**src/pkg/ur_pkg.sv**
```systemverilog
// Package for the UART register map decoder: offsets, field positions,
// reset values, the slot enumeration and the carrier structs.
// Assumes a single clock domain shared by the access port and the core.

package ur_pkg;

    // ------------------------------------------------------------
    // Register offsets
    // ------------------------------------------------------------
    localparam logic [3:0] ADDR_HOLD = 4'h0;
    localparam logic [3:0] ADDR_IRQ_EN = 4'h1;
    localparam logic [3:0] ADDR_IRQ_SRC = 4'h2;
    localparam logic [3:0] ADDR_LINE_CTL = 4'h3;
    localparam logic [3:0] ADDR_MODEM_CTL = 4'h4;
    localparam logic [3:0] ADDR_LINE_ST = 4'h5;
    localparam logic [3:0] ADDR_MODEM_ST = 4'h6;
    localparam logic [3:0] ADDR_SCRATCH = 4'h7;
    localparam logic [3:0] ADDR_TX_FILL = 4'h8;
    localparam logic [3:0] ADDR_RX_FILL = 4'h9;
    localparam logic [3:0] ADDR_GPIO_DIR = 4'hA;
    localparam logic [3:0] ADDR_GPIO_STATE = 4'hB;
    localparam logic [3:0] ADDR_GPIO_IRQ = 4'hC;
    localparam logic [3:0] ADDR_RESERVED = 4'hD;
    localparam logic [3:0] ADDR_GPIO_CFG = 4'hE;
    localparam logic [3:0] ADDR_EXTRA = 4'hF;

    // ------------------------------------------------------------
    // Field positions and key values
    // ------------------------------------------------------------
    localparam logic [7:0] LC_ENH_KEY = 8'hBF;
    localparam int LC_DIV_BIT = 7;
    localparam int ENH_UNLOCK_BIT = 4;
    localparam int MC_ALT_BIT = 2;
    localparam int QC_ENABLE_BIT = 0;
    localparam int QC_RX_RESET_BIT = 1;
    localparam int QC_TX_RESET_BIT = 2;
    localparam logic [7:0] IE_LOCK_MASK = 8'hF0;
    localparam logic [7:0] QC_LOCK_MASK = 8'h30;
    localparam logic [7:0] MC_LOCK_MASK = 8'hE0;
    localparam logic [5:0] IS_LOCK_MASK = 6'h30;
    localparam logic [7:0] QC_STORE_MASK = 8'hF9;
    localparam logic [7:0] FILL_MASK = 8'h7F;
    localparam logic [7:0] REG_RST = 8'h00;
    localparam logic [7:0] READ_ZERO = 8'h00;

    // ------------------------------------------------------------
    // Register slots, one-hot
    // ------------------------------------------------------------
    typedef enum logic [25:0] {
        S_NONE       = 26'h0000001,
        S_HOLD       = 26'h0000002,
        S_DIV_LO     = 26'h0000004,
        S_DIV_HI     = 26'h0000008,
        S_DIV_FRAC   = 26'h0000010,
        S_IRQ_EN     = 26'h0000020,
        S_IRQ_SRC    = 26'h0000040,
        S_LINE_CTL   = 26'h0000080,
        S_MODEM_CTL  = 26'h0000100,
        S_LINE_ST    = 26'h0000200,
        S_MODEM_ST   = 26'h0000400,
        S_SCRATCH    = 26'h0000800,
        S_FLOW_LVL   = 26'h0001000,
        S_TRIG_LVL   = 26'h0002000,
        S_TX_FILL    = 26'h0004000,
        S_RX_FILL    = 26'h0008000,
        S_GPIO_DIR   = 26'h0010000,
        S_GPIO_STATE = 26'h0020000,
        S_GPIO_IRQ   = 26'h0040000,
        S_GPIO_CFG   = 26'h0080000,
        S_EXTRA      = 26'h0100000,
        S_ENH        = 26'h0200000,
        S_XON1       = 26'h0400000,
        S_XON2       = 26'h0800000,
        S_XOFF1      = 26'h1000000,
        S_XOFF2      = 26'h2000000
    } ur_slot_t;

    // ------------------------------------------------------------
    // Carrier structs
    // ------------------------------------------------------------
    typedef struct packed {
        logic rd;
        logic wr;
        logic [3:0] addr;
        logic [7:0] wdata;
    } ur_req_t;

    typedef struct packed {
        logic [7:0] rx_byte;
        logic [7:0] line_state;
        logic [7:0] modem_state;
        logic [5:0] irq_code;
        logic [6:0] tx_fill;
        logic [6:0] rx_fill;
    } ur_core_t;

    typedef struct packed {
        logic [7:0] div_lo;
        logic [7:0] div_hi;
        logic [7:0] div_frac;
        logic [7:0] irq_en;
        logic [7:0] queue_ctl;
        logic [7:0] line_ctl;
        logic [7:0] modem_ctl;
        logic [7:0] flow_lvl;
        logic [7:0] trig_lvl;
        logic [7:0] scratch;
        logic [7:0] xon1;
        logic [7:0] xon2;
        logic [7:0] xoff1;
        logic [7:0] xoff2;
        logic [7:0] gpio_dir;
        logic [7:0] gpio_out;
        logic [7:0] gpio_irq_en;
        logic [7:0] gpio_cfg;
        logic [7:0] extra;
        logic [7:0] enh;
    } ur_cfg_t;

endpackage : ur_pkg

```
**src/ur_slot_decode.sv**
```systemverilog
// Register page decoder: maps an address to one register slot.
// Assumes line control, unlock and alternate-table bits are current flops.

`timescale 1ns/1ps
`default_nettype none

module ur_slot_decode (
    input wire logic [3:0] addr,
    input wire logic [7:0] line_ctl,
    input wire logic enh_unlock,
    input wire logic alt_tables,
    output ur_pkg::ur_slot_t slot
);
    import ur_pkg::*;

    logic key_page;
    logic div_page;

    // Page flags, from the line control value in force this cycle
    assign key_page = (line_ctl == LC_ENH_KEY);
    assign div_page = line_ctl[LC_DIV_BIT] && !key_page;

    // ------------------------------------------------------------
    // Address to slot
    // ------------------------------------------------------------
    always_comb begin
        slot = S_NONE;
        unique case (addr)
            ADDR_HOLD: begin
                if (!line_ctl[LC_DIV_BIT]) slot = S_HOLD;
                else if (div_page) slot = S_DIV_LO;
            end
            ADDR_IRQ_EN: begin
                if (!line_ctl[LC_DIV_BIT]) slot = S_IRQ_EN;
                else if (div_page) slot = S_DIV_HI;
            end
            ADDR_IRQ_SRC: begin
                if (key_page) slot = S_ENH;
                else if (!line_ctl[LC_DIV_BIT]) slot = S_IRQ_SRC;
                else if (enh_unlock) slot = S_DIV_FRAC;
            end
            ADDR_LINE_CTL: slot = S_LINE_CTL;
            ADDR_MODEM_CTL: slot = key_page ? S_XON1 : S_MODEM_CTL;
            ADDR_LINE_ST: slot = key_page ? S_XON2 : S_LINE_ST;
            ADDR_MODEM_ST: begin
                if (key_page) slot = S_XOFF1;
                else if (alt_tables) slot = S_FLOW_LVL;
                else slot = S_MODEM_ST;
            end
            ADDR_SCRATCH: begin
                if (key_page) slot = S_XOFF2;
                else if (alt_tables) slot = S_TRIG_LVL;
                else slot = S_SCRATCH;
            end
            ADDR_TX_FILL: slot = S_TX_FILL;
            ADDR_RX_FILL: slot = S_RX_FILL;
            ADDR_GPIO_DIR: slot = S_GPIO_DIR;
            ADDR_GPIO_STATE: slot = S_GPIO_STATE;
            ADDR_GPIO_IRQ: slot = S_GPIO_IRQ;
            ADDR_RESERVED: slot = S_NONE;
            ADDR_GPIO_CFG: slot = S_GPIO_CFG;
            ADDR_EXTRA: slot = S_EXTRA;
        endcase
    end

endmodule : ur_slot_decode

`default_nettype wire

```
**src/ur_regmap.sv**
```systemverilog
// UART register map: paged decode, control registers, read mux and
// the access side effects towards the UART core and GPIO pins.
// Assumes the access port and core status run on clk; GPIO pins are async.

`timescale 1ns/1ps
`default_nettype none

module ur_regmap #(
    parameter int GPIO_W = 8
) (
    input wire logic clk,
    input wire logic rst_n,
    input wire ur_pkg::ur_req_t req,
    input wire ur_pkg::ur_core_t core,
    input wire logic [GPIO_W-1:0] gpio_in,
    output logic [7:0] rd_data_q,
    output logic rd_valid_q,
    output logic [7:0] tx_data_q,
    output logic tx_push_q,
    output logic rx_pop_q,
    output logic irq_src_read_q,
    output logic modem_state_read_q,
    output logic rx_queue_reset_q,
    output logic tx_queue_reset_q,
    output ur_pkg::ur_cfg_t cfg_q,
    output logic [GPIO_W-1:0] gpio_out_q,
    output logic [GPIO_W-1:0] gpio_oe_q
);
    import ur_pkg::*;

    ur_slot_t slot;
    logic unlock;
    logic [GPIO_W-1:0] gpio_meta_q;
    logic [GPIO_W-1:0] gpio_sync_q;
    logic [7:0] rd_d;
    logic [7:0] gpio_rd;

    // Locked fields are opened only by the enhanced unlock bit
    assign unlock = cfg_q.enh[ENH_UNLOCK_BIT];

    // ------------------------------------------------------------
    // Page decode
    // ------------------------------------------------------------
    // Decoded live from the current line control flop, no pipelining
    ur_slot_decode u_ur_slot_decode (
        .addr(req.addr),
        .line_ctl(cfg_q.line_ctl),
        .enh_unlock(unlock),
        .alt_tables(cfg_q.modem_ctl[MC_ALT_BIT]),
        .slot(slot)
    );

    // Merge write data into a register, keeping locked bits when shut
    function automatic logic [7:0] lock_merge(input logic [7:0] old_v,
                                              input logic [7:0] new_v,
                                              input logic [7:0] mask,
                                              input logic open);
        logic [7:0] keep;
        keep = open ? 8'h00 : mask;
        lock_merge = (old_v & keep) | (new_v & ~keep);
    endfunction : lock_merge

    // ------------------------------------------------------------
    // GPIO input synchroniser
    // ------------------------------------------------------------
    // Pins are asynchronous, two flops before any reader
    always_ff @(posedge clk or negedge rst_n) begin
        if (!rst_n) begin
            gpio_meta_q <= '0;
            gpio_sync_q <= '0;
        end else begin
            gpio_meta_q <= gpio_in;
            gpio_sync_q <= gpio_meta_q;
        end
    end

    // Pin levels padded into a byte
    always_comb begin
        gpio_rd = 8'h00;
        gpio_rd[GPIO_W-1:0] = gpio_sync_q;
    end

    // ------------------------------------------------------------
    // Control register writes
    // ------------------------------------------------------------
    // Writes to read-only and reserved slots fall to the default
    always_ff @(posedge clk or negedge rst_n) begin
        if (!rst_n) begin
            cfg_q <= '0;
        end else if (req.wr) begin
            unique case (slot)
                S_DIV_LO: cfg_q.div_lo <= req.wdata;
                S_DIV_HI: cfg_q.div_hi <= req.wdata;
                S_DIV_FRAC: cfg_q.div_frac <= req.wdata;
                S_IRQ_EN: cfg_q.irq_en <= lock_merge(cfg_q.irq_en,
                    req.wdata, IE_LOCK_MASK, unlock);
                S_IRQ_SRC: cfg_q.queue_ctl <= lock_merge(cfg_q.queue_ctl,
                    req.wdata & QC_STORE_MASK, QC_LOCK_MASK, unlock);
                S_LINE_CTL: cfg_q.line_ctl <= req.wdata;
                S_MODEM_CTL: cfg_q.modem_ctl <= lock_merge(cfg_q.modem_ctl,
                    req.wdata, MC_LOCK_MASK, unlock);
                S_SCRATCH: cfg_q.scratch <= req.wdata;
                S_FLOW_LVL: cfg_q.flow_lvl <= req.wdata;
                S_TRIG_LVL: cfg_q.trig_lvl <= req.wdata;
                S_GPIO_DIR: cfg_q.gpio_dir <= req.wdata;
                S_GPIO_STATE: cfg_q.gpio_out <= req.wdata;
                S_GPIO_IRQ: cfg_q.gpio_irq_en <= req.wdata;
                S_GPIO_CFG: cfg_q.gpio_cfg <= req.wdata;
                S_EXTRA: cfg_q.extra <= req.wdata;
                S_ENH: cfg_q.enh <= req.wdata;
                S_XON1: cfg_q.xon1 <= req.wdata;
                S_XON2: cfg_q.xon2 <= req.wdata;
                S_XOFF1: cfg_q.xoff1 <= req.wdata;
                S_XOFF2: cfg_q.xoff2 <= req.wdata;
                default: cfg_q <= cfg_q;
            endcase
        end
    end

    // ------------------------------------------------------------
    // Write side effects: transmit push and queue resets
    // ------------------------------------------------------------
    // Resets are pulses, never stored, so they self-clear
    always_ff @(posedge clk or negedge rst_n) begin
        if (!rst_n) begin
            tx_push_q <= 1'b0;
            tx_data_q <= REG_RST;
            rx_queue_reset_q <= 1'b0;
            tx_queue_reset_q <= 1'b0;
        end else begin
            tx_push_q <= req.wr && (slot == S_HOLD);
            if (req.wr && (slot == S_HOLD)) begin
                tx_data_q <= req.wdata;
            end
            rx_queue_reset_q <= req.wr && (slot == S_IRQ_SRC)
                && req.wdata[QC_RX_RESET_BIT];
            tx_queue_reset_q <= req.wr && (slot == S_IRQ_SRC)
                && req.wdata[QC_TX_RESET_BIT];
        end
    end

    // ------------------------------------------------------------
    // Read mux
    // ------------------------------------------------------------
    always_comb begin
        rd_d = READ_ZERO;
        unique case (slot)
            S_HOLD: rd_d = core.rx_byte;
            S_DIV_LO: rd_d = cfg_q.div_lo;
            S_DIV_HI: rd_d = cfg_q.div_hi;
            S_DIV_FRAC: rd_d = cfg_q.div_frac;
            S_IRQ_EN: rd_d = unlock ? cfg_q.irq_en
                : (cfg_q.irq_en & ~IE_LOCK_MASK);
            S_IRQ_SRC: rd_d = {{2{cfg_q.queue_ctl[QC_ENABLE_BIT]}},
                unlock ? core.irq_code
                : (core.irq_code & ~IS_LOCK_MASK)};
            S_LINE_CTL: rd_d = cfg_q.line_ctl;
            S_MODEM_CTL: rd_d = unlock ? cfg_q.modem_ctl
                : (cfg_q.modem_ctl & ~MC_LOCK_MASK);
            S_LINE_ST: rd_d = core.line_state;
            S_MODEM_ST: rd_d = core.modem_state;
            S_SCRATCH: rd_d = cfg_q.scratch;
            S_FLOW_LVL: rd_d = cfg_q.flow_lvl;
            S_TRIG_LVL: rd_d = cfg_q.trig_lvl;
            S_TX_FILL: rd_d = {1'b0, core.tx_fill};
            S_RX_FILL: rd_d = {1'b0, core.rx_fill};
            S_GPIO_DIR: rd_d = cfg_q.gpio_dir;
            S_GPIO_STATE: rd_d = gpio_rd;
            S_GPIO_IRQ: rd_d = cfg_q.gpio_irq_en;
            S_GPIO_CFG: rd_d = cfg_q.gpio_cfg;
            S_EXTRA: rd_d = cfg_q.extra;
            S_ENH: rd_d = cfg_q.enh;
            S_XON1: rd_d = cfg_q.xon1;
            S_XON2: rd_d = cfg_q.xon2;
            S_XOFF1: rd_d = cfg_q.xoff1;
            S_XOFF2: rd_d = cfg_q.xoff2;
            default: rd_d = READ_ZERO;
        endcase
    end

    // ------------------------------------------------------------
    // Read answer and read side effects
    // ------------------------------------------------------------
    // Pop and clear pulses go to the core so status updates after the read
    always_ff @(posedge clk or negedge rst_n) begin
        if (!rst_n) begin
            rd_data_q <= READ_ZERO;
            rd_valid_q <= 1'b0;
            rx_pop_q <= 1'b0;
            irq_src_read_q <= 1'b0;
            modem_state_read_q <= 1'b0;
        end else begin
            rd_valid_q <= req.rd;
            if (req.rd) begin
                rd_data_q <= rd_d;
            end
            rx_pop_q <= req.rd && (slot == S_HOLD);
            irq_src_read_q <= req.rd && (slot == S_IRQ_SRC);
            modem_state_read_q <= req.rd && (slot == S_MODEM_ST);
        end
    end

    // ------------------------------------------------------------
    // GPIO pin drive
    // ------------------------------------------------------------
    // Direction bit set means the pin is an output
    always_ff @(posedge clk or negedge rst_n) begin
        if (!rst_n) begin
            gpio_out_q <= '0;
            gpio_oe_q <= '0;
        end else begin
            gpio_out_q <= cfg_q.gpio_out[GPIO_W-1:0];
            gpio_oe_q <= cfg_q.gpio_dir[GPIO_W-1:0];
        end
    end

    // ------------------------------------------------------------
    // Checks
    // ------------------------------------------------------------
    property p_hold_pop;
        @(posedge clk) disable iff (!rst_n)
        (req.rd && !cfg_q.line_ctl[LC_DIV_BIT] && req.addr == ADDR_HOLD)
            |=> rx_pop_q && rd_data_q == $past(core.rx_byte);
    endproperty
    a_hold_pop: assert property (p_hold_pop)
        else $error("rx byte not popped on holding read");

    property p_hold_push;
        @(posedge clk) disable iff (!rst_n)
        (req.wr && !cfg_q.line_ctl[LC_DIV_BIT] && req.addr == ADDR_HOLD)
            |=> tx_push_q && tx_data_q == $past(req.wdata);
    endproperty
    a_hold_push: assert property (p_hold_push)
        else $error("tx byte not pushed on holding write");

    property p_div_lo;
        @(posedge clk) disable iff (!rst_n)
        (req.wr && req.addr == ADDR_HOLD && cfg_q.line_ctl[LC_DIV_BIT]
            && cfg_q.line_ctl != LC_ENH_KEY)
            |=> cfg_q.div_lo == $past(req.wdata) && !tx_push_q;
    endproperty
    a_div_lo: assert property (p_div_lo)
        else $error("divisor low not written");

    property p_frac_gate;
        @(posedge clk) disable iff (!rst_n)
        (req.wr && req.addr == ADDR_IRQ_SRC && !unlock)
            |=> $stable(cfg_q.div_frac);
    endproperty
    a_frac_gate: assert property (p_frac_gate)
        else $error("fractional divisor written while locked");

    property p_isr_read;
        @(posedge clk) disable iff (!rst_n)
        (req.rd && !cfg_q.line_ctl[LC_DIV_BIT] && req.addr == ADDR_IRQ_SRC
            && !unlock)
            |=> rd_data_q[5:4] == 2'b00 && irq_src_read_q
            && rd_data_q[7] == $past(cfg_q.queue_ctl[QC_ENABLE_BIT]);
    endproperty
    a_isr_read: assert property (p_isr_read)
        else $error("interrupt status read wrong");

    property p_queue_reset;
        @(posedge clk) disable iff (!rst_n)
        (req.wr && slot == S_IRQ_SRC && req.wdata[QC_RX_RESET_BIT])
            |=> rx_queue_reset_q ##1 !cfg_q.queue_ctl[QC_RX_RESET_BIT];
    endproperty
    a_queue_reset: assert property (p_queue_reset)
        else $error("rx queue reset pulse missing");

    property p_ier_lock;
        @(posedge clk) disable iff (!rst_n)
        (req.wr && slot == S_IRQ_EN && !unlock)
            |=> cfg_q.irq_en[7:4] == $past(cfg_q.irq_en[7:4]);
    endproperty
    a_ier_lock: assert property (p_ier_lock)
        else $error("locked enable bits changed");

    property p_reserved;
        @(posedge clk) disable iff (!rst_n)
        (req.rd && req.addr == ADDR_RESERVED) |=> rd_data_q == READ_ZERO;
    endproperty
    a_reserved: assert property (p_reserved)
        else $error("reserved slot read not zero");

    property p_fill;
        @(posedge clk) disable iff (!rst_n)
        (req.rd && req.addr == ADDR_RX_FILL)
            |=> rd_data_q == {1'b0, $past(core.rx_fill)};
    endproperty
    a_fill: assert property (p_fill)
        else $error("rx fill read wrong");

    property p_enh_page;
        @(posedge clk) disable iff (!rst_n)
        (req.rd && req.addr == ADDR_IRQ_SRC && cfg_q.line_ctl == LC_ENH_KEY)
            |=> rd_data_q == $past(cfg_q.enh) && !irq_src_read_q;
    endproperty
    a_enh_page: assert property (p_enh_page)
        else $error("enhanced function not on key page");

    property p_line_st;
        @(posedge clk) disable iff (!rst_n)
        (req.rd && req.addr == ADDR_LINE_ST && cfg_q.line_ctl != LC_ENH_KEY)
            |=> rd_data_q == $past(core.line_state);
    endproperty
    a_line_st: assert property (p_line_st)
        else $error("line state read wrong");

    property p_queue_pulse;
        @(posedge clk) disable iff (!rst_n)
        (req.wr && req.addr == ADDR_IRQ_SRC && !cfg_q.line_ctl[LC_DIV_BIT])
            |=> tx_queue_reset_q == $past(req.wdata[QC_TX_RESET_BIT])
            && !cfg_q.queue_ctl[QC_TX_RESET_BIT];
    endproperty
    a_queue_pulse: assert property (p_queue_pulse)
        else $error("tx queue reset pulse wrong");

    property p_gpio_dir;
        @(posedge clk) disable iff (!rst_n)
        (req.wr && req.addr == ADDR_GPIO_DIR)
            |=> ##1 gpio_oe_q == $past(req.wdata[GPIO_W-1:0], 2);
    endproperty
    a_gpio_dir: assert property (p_gpio_dir)
        else $error("gpio direction not driven");

    property p_key_xon;
        @(posedge clk) disable iff (!rst_n)
        (req.rd && req.addr == ADDR_MODEM_CTL && cfg_q.line_ctl == LC_ENH_KEY)
            |=> rd_data_q == $past(cfg_q.xon1);
    endproperty
    a_key_xon: assert property (p_key_xon)
        else $error("resume character not on key page");

endmodule : ur_regmap

`default_nettype wire

```
**config.mk**
```make
export PLATFORM = sky130hd
export DESIGN_NAME = ur_regmap
export DESIGN_NICKNAME = d
export VERILOG_FILES = /design/src/pkg/ur_pkg.sv /design/src/ur_slot_decode.sv /design/src/ur_regmap.sv
export SDC_FILE = /design/constraint.sdc
export NUM_CORES = 1
export LEC_CHECK = 0
export ABC_AREA = 1
export BUFFER_PORTS_ARGS = -buffer_cell sky130_fd_sc_hd__buf_2
export CAP_MARGIN = 10
export CORE_MARGIN = 3
export CORE_UTILIZATION = 45
export CTS_CLUSTER_DIAMETER = 200
export DETAILED_ROUTE_END_ITERATION = 10
export GPL_ROUTABILITY_DRIVEN = 0
export PLACE_DENSITY_LB_ADDON = 0.1
export SYNTH_ARGS = -nofsm -noshare
export SYNTH_HDL_FRONTEND = slang
export SYNTH_SLANG_ARGS = --single-unit
export TNS_END_PERCENT = 20
```
**constraint.sdc**
```tcl
create_clock -name clk -period 1.75 [get_ports clk]
set_input_delay 0.0875 -clock clk [delete_from_list [all_inputs] [get_ports clk]]
set_output_delay 0.0875 -clock clk [all_outputs]
set_load 0.1 [all_outputs]
```
==> summary.md <==
| Metric | Value |
|---|---|
| Outcome | finished, violations left |
| Violated checks | negative setup slack |
| Layout Area Growth over Synthesis | 33.4% |
| Largest family of logic cells by synthesized area | simple AND/OR/NAND/NOR gates |
| Family with the most delay on the worst path | simple AND/OR/NAND/NOR gates |
| Die height | around 150 um |
| Max-cap violations | 0 |
| Multiplexer share of the synthesized area | 0% |
| Crit share post-route | 105% |
| Layout Skew | slightly below 0.03 ns |
| GR Util All Layers | between 20% and 30% |
| Kind of start point of the critical path | flop |
| Critical path required time | ~2.2 ns |
| RSZ-0062 raised after global routing | yes |
| Post-synthesis xor/xnor area fraction | 0% |
| Synth Area in Compound Gates | 9.53% |
| Worst Hold Launch | core[39] |
| Vias in the first global route | 8556 |
| Ys flop type | dfrtp_1 |
| Post-route insts no fill | 1714 |
| NetSw | between 8 and 9 mW |
| Setup ws final | -0.0791 ns |
| Seq pwr share | about a third |
| Reg-to-reg slack, setup | -0.08 ns |
| Register area share after synthesis | 56.0% |
| Asr flop ratio synth | between 90% and 100% |
| HPWL Detailed | roughly 24 mm |
| #FFs+latches synth | ~210 |
| Synth cell types | 32 |
| Reg2Reg Depth | 15 |
| Worst-path clk slew | approximately 0.060 ns |
| CTS buffer count | 25 |
| Core Region | around 0.020 mm2 |
| Clk sink count | 213 |
| Initial DRC count | around 630 |
| Most frequent cells in the layout | 377 x nand2_1, 262 x buf_2, 205 x dfrtp_1, 128 x o21ai_0, 58 x nand4_1 |
| WL per Instance | 19.5 um |
| Final hold vios | 0 |
| Drt drc | 0 |
| Die ar. | around 0.023 mm2 |
| Endpoints failing setup | 21 |
| Peak VDD IR | 0.000995 V |
| Power Density | 1450 mW/mm2 |
| FF-to-FF End | rd_data_q[7]$_DFFE_PN0P_ |
| Pleak | between 6 and 7 nW |
| H-tree levels | 1 |
| Post-synth EDFFs | 0 |
| Cell Chain, Critical Path | inv_4, nand2_4, nor2_8, nand2_8, buf_12, nor2_4, buf_6, nand2_4, nand2_2, nor2_2, nand2_1, nor2_1, nand2_1, nand2_1, nand2_1 |
| Hold Path Cell Cnt | 7 |
| Fillers | 1923 |
| Remaining Overflow, GRT | 0 |
| Internal Pwr Total | roughly 9.8 mW |
| DP Cell Count | ~1700 |
| Post-layout util | around 62% |
| Cells after synthesis | 1106 |
| Most common cell after layout, fill and taps aside | nand2_1 |
| Synth Cell Area | 0.00952 mm2 |
| Hold EP | rd_data_q[3]$_DFFE_PN0P_ |
| Setup CP Type | flop to flop |
| Clock Path Buffers | 3 |
| Crit-path max FO | 8 |
| Slowest cell delay on critical path | roughly 0.49 ns |
| Starting Density | about 46% |
| Drt total wl | about 33 mm |
| Critical R2R Launch | cfg_q[118]$_DFFE_PN0P_ |
| Clock Latency Late Sink | 0.55 ns |
| Layout cell share with drive strength beyond 1 | 32.4% |
| TritonRoute pass-1 iters | 6 |
| Fin nets | approximately 1500 |
| Worst Path Arrival | ~2.3 ns |
| Final min period | approximately 1.8 ns |
| Worst slew pin tran | 0.803 ns |
| CTS root buf | clkbuf_16 |
| Synth Warn # | 0 |
| Via Count | 9000 |
| Slowest cell on the critical path | dfrtp_4 |
| Logic pwr share | between 30% and 40% |
| Fmax | approximately 550 MHz |
| WP buf/inv | 3 |
| Ports | approximately 270 |
| Row cnt | 52 |
| Syn avg cell area | about 8.6 um2 |
| Min-delay worst type | input pin to flop |
| Pins over their slew limit | 0 |
| Via density | about 5.3 |
| Clock share of power | 28.8% |
| Die width | 151 um |
| Switching power share of the total | around 47% |
| Synth Area in Simple Gates | 29.0% |
| Worst Setup End Kind | flop |
| Pin count of the biggest net entering global routing | 62 |
| Port bufs | 264 |
| Antenna violations before repair | 2 |
| Worst path most repeated cell | nand2_1 |
| First-pass GRT wire length | between 50 and 60 mm |
| ANT nets after route | 0 |
| Post-Synth Adder-Cell Area | 0% |
| TritonCTS clock tree | done |
| Max_slew headroom | between 40% and 50% |
[power groups by stage]
stage               logic [mW]  registers [mW]  clock network [mW]
detailed placement        6.94            6.22                   0
floorplan                0.858            10.8                   0
CTS                       7.00            6.14                5.40
global route              7.24            6.24                5.59
finish                    6.98            6.16                5.31
global placement          6.89            6.22                   0
[per-stage QoR]
stage | worst slack (ns) | TNS, ns | cell area, um2 | hold slack [ns] | power [mW]
floorplan | -0.156 | -3.29 | 9580 | -0.208 | 11.7
finish | -0.0791 | -0.753 | 12700 | 0.00992 | 18.5
CTS | -0.0901 | -0.880 | 12700 | 0.0105 | 18.5
detailed placement | -0.168 | -0.840 | 11500 | 0.0480 | 13.2
global route | -0.189 | -6.44 | 12700 | 0.0343 | 19.1
global placement | -0.135 | -0.227 | 11500 | 0.0479 | 13.1
[cells by family after synthesis]
kind of cell,after synthesis
other,1
AOI/OAI and AO/OA,175
DFF,213
buffers and inverters,107
and+or+nand+nor,610
[repair_timing]
item | in CTS | in global routing
buffers inserted | 4 | 1
gates resized for setup | 15 | 35
endpoints found under the setup margin | 32 | 93
gates cloned | 4 | 0
hold buffers | 14 | 0
endpoints found under the hold margin | 229 | 0
pin swaps | 6 | 33
[cell usage after synthesis (all sizes together) (2+ instances only)]
cell	n	area share, %
nand2	397	16
dfrtp	213	56
o21ai	169	9.0
nor2	87	4.7
nand4	61	4.4
nand3	55	2.9
inv	45	1.8
buf	34	2.6
clkbuf	26	1.0
nand3b	7	0.55
o21a	4	0.32
clkinv	2	0.079
nor3	2	0.22
[state kept, by name, indices dropped and copies added (netlist names), 8 cells and up, named ones only]
register and cells:
rd_data_q 8, gpio_meta_q 8, gpio_out_q 8, tx_data_q 8, gpio_rd 8, cfg_q 149
gpio_oe_q 8
[cell type report]
cell class	instances	area [um2]	share of cell area, %
Sequential cell	213	5360	42.2
Antenna cell	2	5.00	0.0394
Clock buffer	37	741	5.83
Clock inverter	7	105	0.827
Multi-Input combinational cell	789	3810	30.0
Inverter	47	185	1.46
Timing Repair Buffer	349	2160	17.0
Tap cell	270	338	2.66
[worst reg2reg max path, delay by kind of cell (launching register included)]
family	cells	cell delay, ns
buffers and inverters	3	0.37
and+or+nand+nor	12	0.95
DFF	1	0.49
[worst max path at each step]
stage                                to                    from  slack, ns  cells after the start
3_5_place_dp   rd_data_q[6]$_DFFE_PN0P_  cfg_q[118]$_DFFE_PN0P_      -0.17                     13
2_1_floorplan  rd_data_q[3]$_DFFE_PN0P_  cfg_q[119]$_DFFE_PN0P_      -0.16                     12
3_3_place_gp   rd_data_q[6]$_DFFE_PN0P_  cfg_q[118]$_DFFE_PN0P_      -0.14                     13
5_1_grt        rd_data_q[7]$_DFFE_PN0P_  cfg_q[118]$_DFFE_PN0P_      -0.19                     15
4_1_cts        rd_data_q[2]$_DFFE_PN0P_  cfg_q[118]$_DFFE_PN0P_      -0.09                     13
6_report       rd_data_q[7]$_DFFE_PN0P_  cfg_q[118]$_DFFE_PN0P_      -0.08                     15
[layer usage]
layer / vias to the layer above / routed length, um / track usage, %
met5: - / 7 / 0
met4: 2 / 925 / 8.88
met3: 56 / 2810 / 4.79
met2: 400 / 15300 / 45.4
met1: 4255 / 14300 / 42.7
li1: 4287 / - / -
Note: power is estimated with default switching activity, not from simulation.
